`src/irq_ctrl_pkg.sv`:
```
/*
  Constants for the interrupt enable and priority block: register
  addresses on the core's special-function register port, field
  positions, reset values and source ordering.
  Assumes a single core clock and a synchronous active-high reset.
*/
package irq_ctrl_pkg;
    localparam logic [7:0] ADDR_ENABLE_MORE = 8'ha7;
    localparam logic [7:0] ADDR_ENABLE_MAIN = 8'ha8;
    localparam logic [7:0] ADDR_RANK_MORE = 8'hb7;
    localparam logic [7:0] ADDR_RANK_MAIN = 8'hb8;
    localparam logic [7:0] REG_RESET = 8'h00;
    localparam int GATE_BIT = 7;
    // writable bit masks; reserved bits stay zero
    localparam logic [7:0] MASK_ENABLE_MAIN = 8'hff;
    localparam logic [7:0] MASK_ENABLE_MORE = 8'hf3;
    localparam logic [7:0] MASK_RANK_MAIN = 8'h3f;
    localparam logic [7:0] MASK_RANK_MORE = 8'hf3;
    localparam int NUM_SRC = 12;
    // source index = poll order (0 is polled first)
    localparam int SRC_EXT0 = 0;
    localparam int SRC_TIMER0 = 1;
    localparam int SRC_EXT1 = 2;
    localparam int SRC_TIMER1 = 3;
    localparam int SRC_UART0 = 4;
    localparam int SRC_TIMER2 = 5;
    localparam int SRC_SPI = 6;
    localparam int SRC_USB = 7;
    localparam int SRC_TWO_WIRE = 8;
    localparam int SRC_CONVERTER = 9;
    localparam int SRC_COUNTER_ARRAY = 10;
    localparam int SRC_UART1 = 11;
    localparam logic [3:0] SRC_NONE = 4'hf;
endpackage

```
`src/irq_ctrl.sv`:
```
/*
  Interrupt enable and priority block. Holds the four enable/rank
  registers, gathers peripheral event flags into per-source requests,
  selects the winning request in fixed poll order with two levels and
  tracks in-progress service until return_from_isr.
  Assumes event inputs are one-cycle pulses synchronous to clk_sys and
  that flag clears are one-cycle pulses from the core's flag writes.
*/
module irq_ctrl
    import irq_ctrl_pkg::*;
(
    // clock and reset
    input wire logic clk_sys,
    input wire logic reset,
    // special-function register port
    input wire logic sfr_wr,
    input wire logic [7:0] sfr_addr,
    input wire logic [7:0] sfr_wdata,
    output logic [7:0] sfr_rdata,
    // standard block request levels: ext0, timer0, ext1, timer1, uart0, timer2, spi
    input wire logic [6:0] std_req,
    // two-wire events: own address, general call, stop, byte done
    input wire logic [3:0] two_wire_evt,
    input wire logic two_wire_clr,
    // converter
    input wire logic conv_done_evt,
    input wire logic conv_clr,
    // counter array: six module events, two counter overflows
    input wire logic [5:0] module_evt,
    input wire logic [1:0] counter_ovf_evt,
    input wire logic [7:0] counter_array_clr,
    // usb: bus events, per-endpoint in empty, out full, in nak
    input wire logic [3:0] usb_bus_evt,
    input wire logic [9:0] usb_in_empty_evt,
    input wire logic [9:0] usb_out_full_evt,
    input wire logic [9:0] usb_nak_evt,
    input wire logic [3:0] usb_clr,
    // core handshake
    input wire logic vector_ack,
    input wire logic return_from_isr,
    // outputs
    output logic irq_req,
    output logic [3:0] irq_src,
    output logic irq_hi,
    output logic general_call_flag,
    output logic conversion_done_flag,
    output logic [5:0] module_event_flags,
    output logic counter1_overflow_flag,
    output logic counter0_overflow_flag,
    output logic [3:0] usb_event_regs,
    output logic [1:0] in_progress
);
    logic [7:0] enable_main_q, enable_more_q, rank_main_q, rank_more_q;
    logic two_wire_flag_q;
    logic [NUM_SRC-1:0] req, en, hi;
    logic [3:0] win_src;
    logic win_hi, win_ok;
    logic [1:0] prog_q;

    always_ff @(posedge clk_sys) begin
        if (reset) begin
            enable_main_q <= REG_RESET;
            enable_more_q <= REG_RESET;
            rank_main_q <= REG_RESET;
            rank_more_q <= REG_RESET;
        end else if (sfr_wr) begin
            if (sfr_addr == ADDR_ENABLE_MAIN) enable_main_q <= sfr_wdata & MASK_ENABLE_MAIN;
            if (sfr_addr == ADDR_ENABLE_MORE) enable_more_q <= sfr_wdata & MASK_ENABLE_MORE;
            if (sfr_addr == ADDR_RANK_MAIN) rank_main_q <= sfr_wdata & MASK_RANK_MAIN;
            if (sfr_addr == ADDR_RANK_MORE) rank_more_q <= sfr_wdata & MASK_RANK_MORE;
        end
    end

    always_ff @(posedge clk_sys) begin
        if (reset) begin
            sfr_rdata <= 8'h00;
        end else begin
            unique case (sfr_addr)
                ADDR_ENABLE_MAIN: sfr_rdata <= enable_main_q;
                ADDR_ENABLE_MORE: sfr_rdata <= enable_more_q;
                ADDR_RANK_MAIN: sfr_rdata <= rank_main_q;
                ADDR_RANK_MORE: sfr_rdata <= rank_more_q;
                default: sfr_rdata <= 8'h00;
            endcase
        end
    end

    // event flags: a set in the same cycle as a clear wins
    always_ff @(posedge clk_sys) begin
        if (reset) begin
            two_wire_flag_q <= 1'b0;
            general_call_flag <= 1'b0;
            conversion_done_flag <= 1'b0;
            module_event_flags <= 6'h00;
            counter1_overflow_flag <= 1'b0;
            counter0_overflow_flag <= 1'b0;
            usb_event_regs <= 4'h0;
        end else begin
            two_wire_flag_q <= (two_wire_flag_q & ~two_wire_clr) | (|two_wire_evt);
            general_call_flag <= (general_call_flag & ~two_wire_clr) | two_wire_evt[1];
            conversion_done_flag <= (conversion_done_flag & ~conv_clr) | conv_done_evt;
            module_event_flags <= (module_event_flags & ~counter_array_clr[5:0]) | module_evt;
            counter0_overflow_flag <= (counter0_overflow_flag & ~counter_array_clr[6])
                | counter_ovf_evt[0];
            counter1_overflow_flag <= (counter1_overflow_flag & ~counter_array_clr[7])
                | counter_ovf_evt[1];
            usb_event_regs[0] <= (usb_event_regs[0] & ~usb_clr[0]) | (|usb_bus_evt);
            usb_event_regs[1] <= (usb_event_regs[1] & ~usb_clr[1]) | (|usb_in_empty_evt);
            usb_event_regs[2] <= (usb_event_regs[2] & ~usb_clr[2]) | (|usb_out_full_evt);
            usb_event_regs[3] <= (usb_event_regs[3] & ~usb_clr[3]) | (|usb_nak_evt);
        end
    end

    always_comb begin
        req[6:0] = std_req;
        req[SRC_USB] = |usb_event_regs;
        req[SRC_TWO_WIRE] = two_wire_flag_q;
        req[SRC_CONVERTER] = conversion_done_flag;
        req[SRC_COUNTER_ARRAY] = |{module_event_flags, counter1_overflow_flag,
            counter0_overflow_flag};
        req[SRC_UART1] = 1'b0;
        en[5:0] = enable_main_q[5:0];
        en[SRC_SPI] = enable_more_q[6];
        en[SRC_USB] = enable_more_q[0];
        en[SRC_TWO_WIRE] = enable_more_q[1];
        en[SRC_CONVERTER] = enable_more_q[7];
        en[SRC_COUNTER_ARRAY] = enable_more_q[5];
        en[SRC_UART1] = enable_more_q[4];
        hi[5:0] = rank_main_q[5:0];
        hi[SRC_SPI] = rank_more_q[6];
        hi[SRC_USB] = rank_more_q[0];
        hi[SRC_TWO_WIRE] = rank_more_q[1];
        hi[SRC_CONVERTER] = rank_more_q[7];
        hi[SRC_COUNTER_ARRAY] = rank_more_q[5];
        hi[SRC_UART1] = rank_more_q[4];
    end

    // fixed poll order, high level first
    always_comb begin
        win_src = SRC_NONE;
        win_hi = 1'b0;
        for (int i = NUM_SRC - 1; i >= 0; i--) begin
            if (req[i] && en[i] && !hi[i] && !win_hi) win_src = 4'(i);
        end
        for (int i = NUM_SRC - 1; i >= 0; i--) begin
            if (req[i] && en[i] && hi[i]) begin
                win_src = 4'(i);
                win_hi = 1'b1;
            end
        end
        // global gate; no preemption at same or lower level
        win_ok = enable_main_q[GATE_BIT] && (win_src != SRC_NONE) && !prog_q[1]
            && (win_hi || !prog_q[0]);
    end

    // in progress until return from isr
    always_ff @(posedge clk_sys) begin
        if (reset) begin
            prog_q <= 2'b00;
        end else if (vector_ack && irq_req) begin
            prog_q[irq_hi] <= 1'b1;
        end else if (return_from_isr) begin
            if (prog_q[1]) prog_q[1] <= 1'b0;
            else prog_q[0] <= 1'b0;
        end
    end

    always_ff @(posedge clk_sys) begin
        if (reset) begin
            irq_req <= 1'b0;
            irq_src <= SRC_NONE;
            irq_hi <= 1'b0;
        end else begin
            irq_req <= win_ok && !(vector_ack && irq_req);
            irq_src <= win_ok ? win_src : SRC_NONE;
            irq_hi <= win_ok && win_hi;
        end
    end

    assign in_progress = prog_q;

    a_gate_blocks: assert property (@(posedge clk_sys) disable iff (reset)
        !enable_main_q[GATE_BIT] |=> !irq_req)
        else $error("request while global gate clear");

    // no request while high in progress
    a_high_blocks: assert property (@(posedge clk_sys) disable iff (reset)
        prog_q[1] && !return_from_isr |=> !irq_req)
        else $error("request during high-level service");

    a_low_no_preempt: assert property (@(posedge clk_sys) disable iff (reset)
        irq_req && prog_q[0] |-> irq_hi)
        else $error("low request during low service");

    a_reset_zero: assert property (@(posedge clk_sys)
        $past(reset) |-> (enable_main_q | enable_more_q | rank_main_q | rank_more_q) == 8'h00)
        else $error("register not zero after reset");

    a_conv_flag: assert property (@(posedge clk_sys) disable iff (reset)
        conv_done_evt |=> conversion_done_flag)
        else $error("conversion flag not set");

    a_array_or: assert property (@(posedge clk_sys) disable iff (reset)
        counter_ovf_evt[1] |=> req[SRC_COUNTER_ARRAY])
        else $error("counter array request missing");

    a_usb_global: assert property (@(posedge clk_sys) disable iff (reset)
        usb_bus_evt[2] |=> usb_event_regs[0] && req[SRC_USB])
        else $error("usb global flag not set");

    a_reserved_clear: assert property (@(posedge clk_sys) disable iff (reset)
        enable_more_q[3:2] == 2'b00 && rank_main_q[7:6] == 2'b00)
        else $error("reserved bit set");

    a_timer0_en: assert property (@(posedge clk_sys) disable iff (reset)
        irq_req && irq_src == 4'(SRC_TIMER0) |-> $past(enable_main_q[1]))
        else $error("timer0 served while disabled");

    a_ext1_en: assert property (@(posedge clk_sys) disable iff (reset)
        irq_req && irq_src == 4'(SRC_EXT1) |-> $past(enable_main_q[SRC_EXT1]))
        else $error("ext1 served while disabled");

    a_usb_en: assert property (@(posedge clk_sys) disable iff (reset)
        irq_req && irq_src == 4'(SRC_USB) |-> $past(enable_more_q[0]))
        else $error("usb served while disabled");

    a_rank_reserved: assert property (@(posedge clk_sys) disable iff (reset)
        rank_more_q[3:2] == 2'b00)
        else $error("reserved rank bit set");

    a_ack_drops: assert property (@(posedge clk_sys) disable iff (reset)
        vector_ack && irq_req |=> !irq_req)
        else $error("request still raised after vector taken");

    // taken high request marks high service
    a_ack_marks_hi: assert property (@(posedge clk_sys) disable iff (reset)
        vector_ack && irq_req && irq_hi |=> prog_q[1])
        else $error("high service not marked");

    // taken low request marks low service
    a_ack_marks_lo: assert property (@(posedge clk_sys) disable iff (reset)
        vector_ack && irq_req && !irq_hi |=> prog_q[0])
        else $error("low service not marked");

    // low service held without a return
    a_prog_holds: assert property (@(posedge clk_sys) disable iff (reset)
        prog_q[0] && !return_from_isr |=> prog_q[0])
        else $error("low service dropped without return");

    // return ends the high level first
    a_ret_high_first: assert property (@(posedge clk_sys) disable iff (reset)
        return_from_isr && !(vector_ack && irq_req) && prog_q[1]
        |=> !prog_q[1] && (prog_q[0] == $past(prog_q[0])))
        else $error("return did not end high service alone");

    a_high_preempts: assert property (@(posedge clk_sys) disable iff (reset)
        prog_q == 2'b01 && enable_main_q[GATE_BIT] && win_hi && !vector_ack
        |=> irq_req && irq_hi)
        else $error("high request did not preempt low service");

    // general call raises flag and request
    a_general_call: assert property (@(posedge clk_sys) disable iff (reset)
        two_wire_evt[1] |=> general_call_flag && req[SRC_TWO_WIRE])
        else $error("general call flag not set");

    // any two-wire cause raises the flag
    a_two_wire_any: assert property (@(posedge clk_sys) disable iff (reset)
        two_wire_evt != 4'h0 |=> two_wire_flag_q)
        else $error("two-wire flag not set");

    // each module event sets its own flag
    a_module_flags: assert property (@(posedge clk_sys) disable iff (reset)
        module_evt != 6'h00 |=> (module_event_flags & $past(module_evt)) == $past(module_evt))
        else $error("compare module flag not set");

    a_counter0_ovf: assert property (@(posedge clk_sys) disable iff (reset)
        counter_ovf_evt[0] |=> counter0_overflow_flag)
        else $error("counter0 overflow flag not set");

    a_usb_in_empty: assert property (@(posedge clk_sys) disable iff (reset)
        usb_in_empty_evt != 10'h000 |=> usb_event_regs[1])
        else $error("usb in empty flag not set");

    a_usb_out_full: assert property (@(posedge clk_sys) disable iff (reset)
        usb_out_full_evt != 10'h000 |=> usb_event_regs[2])
        else $error("usb out full flag not set");

    a_usb_nak: assert property (@(posedge clk_sys) disable iff (reset)
        usb_nak_evt != 10'h000 |=> usb_event_regs[3])
        else $error("usb nak flag not set");
endmodule

```
`config.mk`:
```
export PLATFORM = sky130hd
export DESIGN_NAME = irq_ctrl
export DESIGN_NICKNAME = d
export VERILOG_FILES = /design/src/irq_ctrl_pkg.sv /design/src/irq_ctrl.sv
export SDC_FILE = /design/constraint.sdc
export NUM_CORES = 1
export LEC_CHECK = 0
export BUFFER_PORTS_ARGS = -buffer_cell sky130_fd_sc_hd__buf_2
export CORE_MARGIN = 5
export CORE_UTILIZATION = 42
export DETAILED_ROUTE_END_ITERATION = 6
export PLACE_DENSITY = 0.78
export RECOVER_POWER = 25
export SYNTH_ARGS = -nofsm -noshare
export SYNTH_HDL_FRONTEND = slang
export SYNTH_SLANG_ARGS = --single-unit
```
`constraint.sdc`:
```
create_clock -name clk_sys -period 1.8 [get_ports clk_sys]
set_input_delay 0.09 -clock clk_sys [delete_from_list [all_inputs] [get_ports clk_sys]]
set_output_delay 0.09 -clock clk_sys [all_outputs]
set_load 0.01 [all_outputs]
```
* Word-level counts from Yosys, hierarchy flattened
Index checks and enable logic that the tools add are counted.
Word-level totals: register bits 57, input bits 89, logic and storage cells 164
Operators by class: magnitude comparators 2, eq/ne operators 6, muxes and demuxes 39, bitwise gates (word level) 31, reduce and logical (&&, ||, !) cells 69
Operators with widths (count):
- $mux W4 | 21
- $logic_and A1 B1 Y1 | 40
- $eq A8 B8 Y1 const B | 4
- $pmux W8 S4 | 1
- $reduce_or A10 Y1 | 3
- $logic_not A1 Y1 | 14
- $mux W1 | 13
- $reduce_or A4 Y1 | 3
- $reduce_and A2 Y1 | 5
- $and A1 B1 Y1 | 9
- $not A1 Y1 | 9
- $or A1 B1 Y1 | 9
- $reduce_or A8 Y1 | 1
- $and A6 B6 Y6 | 1
- $not A6 Y6 | 1
- $or A6 B6 Y6 | 1
- $mux W2 | 2
- $ne A4 B4 Y1 const B | 1
- $mux W3 | 1
- $lt A1 B2 Y1 const B | 1
- $ne A2 B1 Y1 const B | 1
- $or A2 B2 Y2 | 1
- $reduce_bool A2 Y1 | 1
- $reduce_or A2 Y1 | 1
- 3 further kinds | 3

* Depth between registers and ports, before layout
Gate-level depths: netlist of the first run.
depth in word-level cells 31, gate-level depth with buffers 6

* Least setup slack after synthesis of the first run
OpenSTA, ideal clock, no wires.
kind flip-flop to flip-flop, start point register usb_event_regs[1], end point register irq_src[0], data arrival time 1.631 ns, data required time 1.666 ns, slack 0.035 ns, stages on the path, launching flop included 6, buffers on the path 0, clock period less this slack 1.765 ns, cell sequence dfxtp_1 -> o41a_1 -> a21boi_2 -> a211o_2 -> a211oi_1 -> or4b_1
Between the ends: cells in the longest elaborated chain, start to end 28
RTL lines:
- start, declared | RTL line irq_ctrl.sv:50 | output logic [3:0] usb_event_regs,
- start signal, assigned | RTL line irq_ctrl.sv:108 | usb_event_regs[1] <= (usb_event_regs[1] & ~usb_clr[1]) | (|usb_in_empty_evt);
- $reduce_or A4 Y1 * | RTL line irq_ctrl.sv:116 | req[SRC_USB] = |usb_event_regs;
- $logic_and A1 B1 Y1 * | RTL line irq_ctrl.sv:143, irq_ctrl.sv:146
- $logic_and A1 B1 Y1 | RTL line irq_ctrl.sv:143 | if (req[i] && en[i] && !hi[i] && !win_hi) win_src = 4'(i);
- $mux W4 (8 in series) | RTL line irq_ctrl.sv:143
- $mux W4 (11 in series) | RTL line irq_ctrl.sv:146 | if (req[i] && en[i] && hi[i]) begin
- $ne A4 B4 Y1 | RTL line irq_ctrl.sv:152 | win_ok = enable_main_q[GATE_BIT] && (win_src != SRC_NONE) && !prog_q[1]
- $logic_and A1 B1 Y1 (2 in series) | RTL line irq_ctrl.sv:152
- $logic_and A1 B1 Y1 | RTL line irq_ctrl.sv:153 | && (win_hi || !prog_q[0]);
- $not A1 Y1 (no source line)
- $reduce_or A2 Y1 (no source line)
- end signal, assigned | RTL line irq_ctrl.sv:175 | irq_src <= win_ok ? win_src : SRC_NONE;
- end, declared | RTL line irq_ctrl.sv:43 | output logic [3:0] irq_src,
Every way passes the cells marked *; elsewhere a longest branch is shown, timed or not. A chain may end at the register's enable or synchronous reset.

* Final worst setup path of the first run
Ends and elaborated chain as after synthesis.

==> results.sh, run 1 <==
export IMPL_cts_buffers=9
export IMPL_hold_ws_ns=0.00497
export IMPL_hold_class="in -> reg"
export IMPL_tightest_slew_ns=0.482
export IMPL_swShare=0.225
export IMPL_die_area_um2=7830
export IMPL_path_class="reg -> reg"
export IMPL_vias=2984
export IMPL_synthesis_area_um2=2590
export IMPL_syn2layout_area_growth_pct=47.6
export IMPL_antenna_found_initial=0
export IMPL_endpoint_kind="flop"
export IMPL_cap_violations=0
export IMPL_grt_max_degree=45
export IMPL_clockRootBuffer="clkbuf_8"
export IMPL_p_int_uw=2120
export IMPL_combinationalPowerShare=0.091
export IMPL_yosysWarningCount=0
export IMPL_yosysSeqAreaShare=0.441
export IMPL_syn_inst=316
export IMPL_ys_top_cells_by_count="dfxtp_1, a21oi_1, nand2_1"
export IMPL_synth_most_common_cell="dfxtp_1"
export IMPL_violations="setup timing"
export IMPL_maxSlewHeadroom=0.678
export IMPL_htree_levels=3
export IMPL_diodes=0
export IMPL_ant_nets=0
export IMPL_async_flop_share=0
export IMPL_hpwl_um=6110
export IMPL_dp_slack_ns=-0.0224
export IMPL_rsz0062_at_grt="true"
export IMPL_synth_top_area_frac=0.441
export IMPL_ys_flop_type="dfxtp_1"
export IMPL_drc=0
export IMPL_syn_avg_cell_area_um2=8.18
export IMPL_fin_crit_sh=1.01
export IMPL_p_switching_uw=617
export IMPL_die_h_um=88.5
export IMPL_arrival_ns=2.03
export IMPL_clkSlewWorstSetupHoldPaths_ns=0.06
export IMPL_synthesis_nets=405
export IMPL_vdd_drop_max_uv=450
export IMPL_cp_max_fo=4
export IMPL_startpoint_type="flop"
export IMPL_numPortBuffers=118
export IMPL_max_stage_delay_ns=0.49
export IMPL_synth_seq_cells=57
export IMPL_crit_family="compound AO/OA/AOI/OAI gates"
export IMPL_grt_pass1_wl_um=12500
export IMPL_hold_violations=0
export IMPL_grt_pass1_vias=2727
export IMPL_min_period_ns=1.82
export IMPL_viasPerCell=5.38
export IMPL_num_rows=28
export IMPL_synth_edff_count=0
export IMPL_slew_violations=0
export IMPL_path_buf_inv=0
export IMPL_outcome="finished with violations"
export IMPL_routabilityCongestion=0.895
export IMPL_tns_ns=-0.0249
export IMPL_core_area_um2=5960
export IMPL_drtIter0Drc=177
export IMPL_utilization=0.641
export IMPL_cts_buffer_depth=2
export IMPL_leakagePower_uw=0.00164
export IMPL_finalNetCount=565
export IMPL_crit_chain="o41a_1, a21oi_1, a211o_2, a211oi_2, or4b_1"
export IMPL_clk_latency_ns=0.35
export IMPL_setup_viol=1
export IMPL_yosysTopAreaCell="dfxtp_1"
export IMPL_gr_total_overflow=0
export IMPL_die_width_um=88.5
export IMPL_yosysUniqueCellTypes=42
export IMPL_track_usage=0.210
export IMPL_seqPwrFrac=0.476
export IMPL_pwr_density_cell_nw_per_um2=717
export IMPL_ios=119
export IMPL_p_total_uw=2740
export IMPL_p_clk_frac=0.433
export IMPL_drive_gt1_frac=0.344
export IMPL_initial_utilization=0.434
export IMPL_max_freq_mhz=548
export IMPL_wl_per_cell_um=14.9
export IMPL_ys_top_cells_by_area="dfxtp_1, a21oi_1, nand2_1, nand3_1, a22oi_1"
export IMPL_skew_ns=0.00848
export IMPL_cts_tree="done"
export IMPL_firstDrtPassIters=4
export IMPL_wl_um=8270
export IMPL_cts_sinks=57
export IMPL_crit_path_top_delay_cell="o41a_1"
export IMPL_setup_ws_ns=-0.0249
export IMPL_crit_required_ns=2.01
## registers in the layout, indices dropped and copies added (netlist names)
name / cells
irq_hi: 1
two_wire_flag_q: 1
counter1_overflow_flag: 1
conversion_done_flag: 1
sfr_rdata: 8
rank_main_q: 6
in_progress: 2
general_call_flag: 1
rank_more_q: 6
module_event_flags: 6
irq_src: 4
usb_event_regs: 4
enable_main_q: 8
counter0_overflow_flag: 1
irq_req: 1
enable_more_q: 6
## worst reg2reg max path, delay by kind of cell (launching register included)
kind	cells	cell delay, ns
simple gates	1	0.49
flops	1	0.33
compound gates	4	0.88
## area by class of cell
type | instances | area (µm²)
clock buffers | 12 | 155
clock inverters | 3 | 40.0
fillers | 534 | 2140
inverters | 17 | 63.8
multi-input cells | 231 | 1380
flip-flops and latches | 57 | 1140
well taps | 75 | 93.8
repair buffers | 160 | 945
## cell usage in the layout (no fill, tap or decap), types with 3 or more instances in the layout
cell,Yosys,layout
buf_4,3,23
nor2_1,23,23
dfxtp_1,57,55
a21oi_1,45,44
and3_1,4,4
nor3_1,3,3
mux2i_1,6,6
inv_1,17,17
a22oi_1,12,12
nor4_1,10,8
buf_2,0,108
clkbuf_1,8,12
and2_1,5,5
a211oi_1,5,4
nand3b_1,10,10
clkbuf_8,0,11
nand3_1,27,27
a31oi_1,4,4
nand4_1,4,4
o21ai_0,4,4
nand2_1,38,38
dlygate4sd3_1,0,17
## routing by layer
metal | routed length, µm | vias up | GRT usage
met5 | 0 | - | 0
met4 | 215 | 0 | 0.0673
met3 | 683 | 23 | 0.0736
met2 | 4130 | 126 | 0.349
met1 | 3240 | 1363 | 0.253
li1 | - | 1472 | -
## power by group through the flow
stage               clock network [µW]  logic (µW)  registers [µW]
floorplan                            0        60.1            1340
finish                            1190         250            1300
global placement                     0         217            1330
detailed placement                   0         222            1330
global route                      1280         274            1300
CTS                               1210         248            1300
## metrics by stage
stage | instances | instance area, µm²
floorplan | 316 | 2590
global placement | 522 | 3410
detailed placement | 522 | 3410
CTS | 553 | 3770
global route | 555 | 3820
finish | 555 | 3820
## repair_timing
item / 4_1_cts / 5_1_grt
gates resized for setup: 0 / 13
pin swaps: 4 / 6
buffers inserted: 0 / 1
hold buffers: 16 / 1
hold endpoints to repair: 15 / 1
gates cloned: 0 / 0
endpoints found under the setup margin: 1 / 4
## cells by family after synthesis
kind of cell	after synthesis	share of synthesized area
AND/OR/NAND/NOR	138	0.277
multiplexers	6	0.0232
AO/OA/AOI/OAI	87	0.213
buffers and inverters	28	0.0450
flip-flops	57	0.441
## worst paths after layout
check | from | end | slack, ns | cells past startpoint
max | usb_event_regs[1] | irq_src[0] | -0.02 | 5
min | usb_clr[0] | usb_event_regs[0] | 0.005 | 3
max reg2reg | usb_event_regs[1] | irq_src[0] | -0.02 | 5
min reg2reg | enable_main_q[6] | enable_main_q[6] | 0.45 | 2
Power figures use the tool's default switching activity.
==> run 2: changes to the inputs <==
Settings changed: CELL_PAD_IN_SITES_DETAIL_PLACEMENT from default to 0, CELL_PAD_IN_SITES_GLOBAL_PLACEMENT from default to 1, CORE_UTILIZATION 42 to 29, PLACE_DENSITY 0.78 to 0.77.
==> run 2 against run 1 <==
Against the previous run:
- the flow now finishes without violations
- first-iteration DRC count down 7.9%
- fmax up 2.7%
- utilization decreased by 19 points
- sequential share of layout area decreased by 0.56 points
- cell count grew 6.7%
- die area increased by 39%
- critical path depth did not move
- global-route usage down 4.5 points
- largest cell class unchanged
==> results.sh, run 2 (synthesis results as in run 1) <==
export IMPL_die_h_um=104
export IMPL_crit_required_ns=2.02
export IMPL_mostFrequentLayoutCell="buf_2"
export IMPL_core_area_um2=8720
export IMPL_post_cts_buffers=0
export IMPL_leakagePower_uw=0.00166
export IMPL_clk_latency_ns=0.35
export IMPL_firstDrtPassIters=4
export IMPL_rr_worst_depth=5
export IMPL_rsz0062_at_grt="true"
export IMPL_slew_violations=0
export IMPL_cts_buffers=9
export IMPL_track_usage=0.165
export IMPL_placed_area_um2=3510
export IMPL_cts_buffer_depth=2
export IMPL_grt_max_degree=45
export IMPL_grt_pass1_wl_um=14400
export IMPL_wl_per_cell_um=15.2
export IMPL_die_area_um2=10900
export IMPL_crit_path_top_delay_cell="o41a_1"
export IMPL_ios=119
export IMPL_cp_max_fo=4
export IMPL_path_class="reg -> reg"
export IMPL_final_cell_mix="buf_2, dfxtp_1, a21oi_1"
export IMPL_gr_total_overflow=0
export IMPL_endpoint_kind="flop"
export IMPL_path_buf_inv=0
export IMPL_die_width_um=104
export IMPL_grt_pass1_vias=2979
export IMPL_cts_tree="done"
export IMPL_drive_gt1_frac=0.360
export IMPL_drc=0
export IMPL_r2r_end="irq_src[0]"
export IMPL_ant_nets=0
export IMPL_maxSlewHeadroom=0.672
export IMPL_pwr_density_cell_nw_per_um2=751
export IMPL_clockRootBuffer="clkbuf_8"
export IMPL_numPortBuffers=118
export IMPL_htree_levels=3
export IMPL_largestRegisters="enable_main_q (8), sfr_rdata (8)"
export IMPL_tightest_slew_ns=0.491
export IMPL_vdd_drop_max_uv=442
export IMPL_finalNetCount=568
export IMPL_initial_utilization=0.297
export IMPL_final_cells=592
export IMPL_hold_start="usb_out_full_evt[8]"
export IMPL_min_period_ns=1.78
export IMPL_wl_um=9030
export IMPL_startpoint="usb_event_regs[1]"
export IMPL_num_rows=34
export IMPL_r2r_start="usb_event_regs[1]"
export IMPL_antenna_found_initial=0
export IMPL_arrival_ns=2.00
export IMPL_crit_family="compound AO/OA/AOI/OAI gates"
export IMPL_diodes=0
export IMPL_startpoint_type="flop"
export IMPL_dp_slack_ns=-0.00297
export IMPL_crit_chain="o41a_1, a21boi_2, a211o_2, a211oi_1, or4b_1"
export IMPL_outcome="completed"
export IMPL_vias=2984
export IMPL_hold_violations=0
export IMPL_hpwl_um=6810
export IMPL_setup_ws_ns=0.0229
export IMPL_syn2layout_area_growth_pct=50.6
export IMPL_min_to="usb_event_regs[2]"
export IMPL_p_total_uw=2920
export IMPL_setup_viol=0
export IMPL_worstHoldPathCells=3
export IMPL_r2r_slack_ns=0.02
export IMPL_viasPerCell=5.04
export IMPL_dp_cells=563
export IMPL_fin_crit_sh=0.987
export IMPL_drtIter0Drc=163
export IMPL_max_freq_mhz=563
export IMPL_cts_sinks=57
export IMPL_clkSlewWorstSetupHoldPaths_ns=0.06
export IMPL_max_stage_delay_ns=0.51
export IMPL_hold_class="in -> reg"
export IMPL_cap_violations=0
export IMPL_routabilityCongestion=0.881
export IMPL_fin_area_um2=3890
export IMPL_skew_ns=0.00885
==> run 2: worst reg2reg max path: stages (launching register included) <==
cell	delay (ns)
dfxtp_2	0.33
o41a_1	0.51
a21boi_2	0.16
a211o_2	0.14
a211oi_1	0.06
or4b_1	0.45
==> run 2: cell type report <==
| class | instances | area, µm² |
|---|---|---|
| Tap cell | 108 | 135 |
| Fill cell | 903 | 4830 |
| Clock buffer | 11 | 151 |
| Sequential cell | 57 | 1140 |
| Clock inverter | 5 | 77.6 |
| Multi-Input combinational cell | 231 | 1360 |
| Timing Repair Buffer | 163 | 957 |
| Inverter | 17 | 63.8 |
==> run 2: timing repair <==
item                       4_1_cts  5_1_grt
setup endpoints to repair        1        4
hold endpoints to repair        12        0
resized for setup                2        8
hold buffers                    13        0
pin swaps                        5        4
==> run 2: how the worst max path moves through the flow <==
stage | to | slack, ns | cells past startpoint
global route | irq_src[0] | -0.04 | 5
detailed placement | irq_src[0] | -0.003 | 5
global placement | irq_src[0] | 0.03 | 5
floorplan | irq_src[0] | 0.03 | 5
CTS | irq_src[0] | 0.01 | 5
finish | irq_src[0] | 0.02 | 5
==> run 2: power breakdown <==
group | switching (µW) | internal, µW | leakage (µW)
Combinational | 115 | 133 | 0.00108
Clock | 524 | 849 | 0.000115
Sequential | 16.9 | 1280 | 0.000465
==> run 2: routing by layer <==
metal  up-vias  global-route usage  share of wire
met5         -                   0              0
met4         0              0.0694          0.025
met3        22              0.0540          0.064
met2       101               0.268           0.50
met1      1378               0.198           0.41
li1       1483                   -              -
==> run 2: per-stage QoR <==
step | TNS (ns) | utilization | hold slack (ns)
2_1_floorplan | 0 | - | 0.207
3_3_place_gp | 0 | 0.403 | 0.299
3_5_place_dp | -0.00297 | 0.403 | 0.305
4_1_cts | 0 | 0.444 | 0.00129
5_1_grt | -0.0422 | 0.446 | 0.00250
6_report | 0 | 0.446 | 0.00823
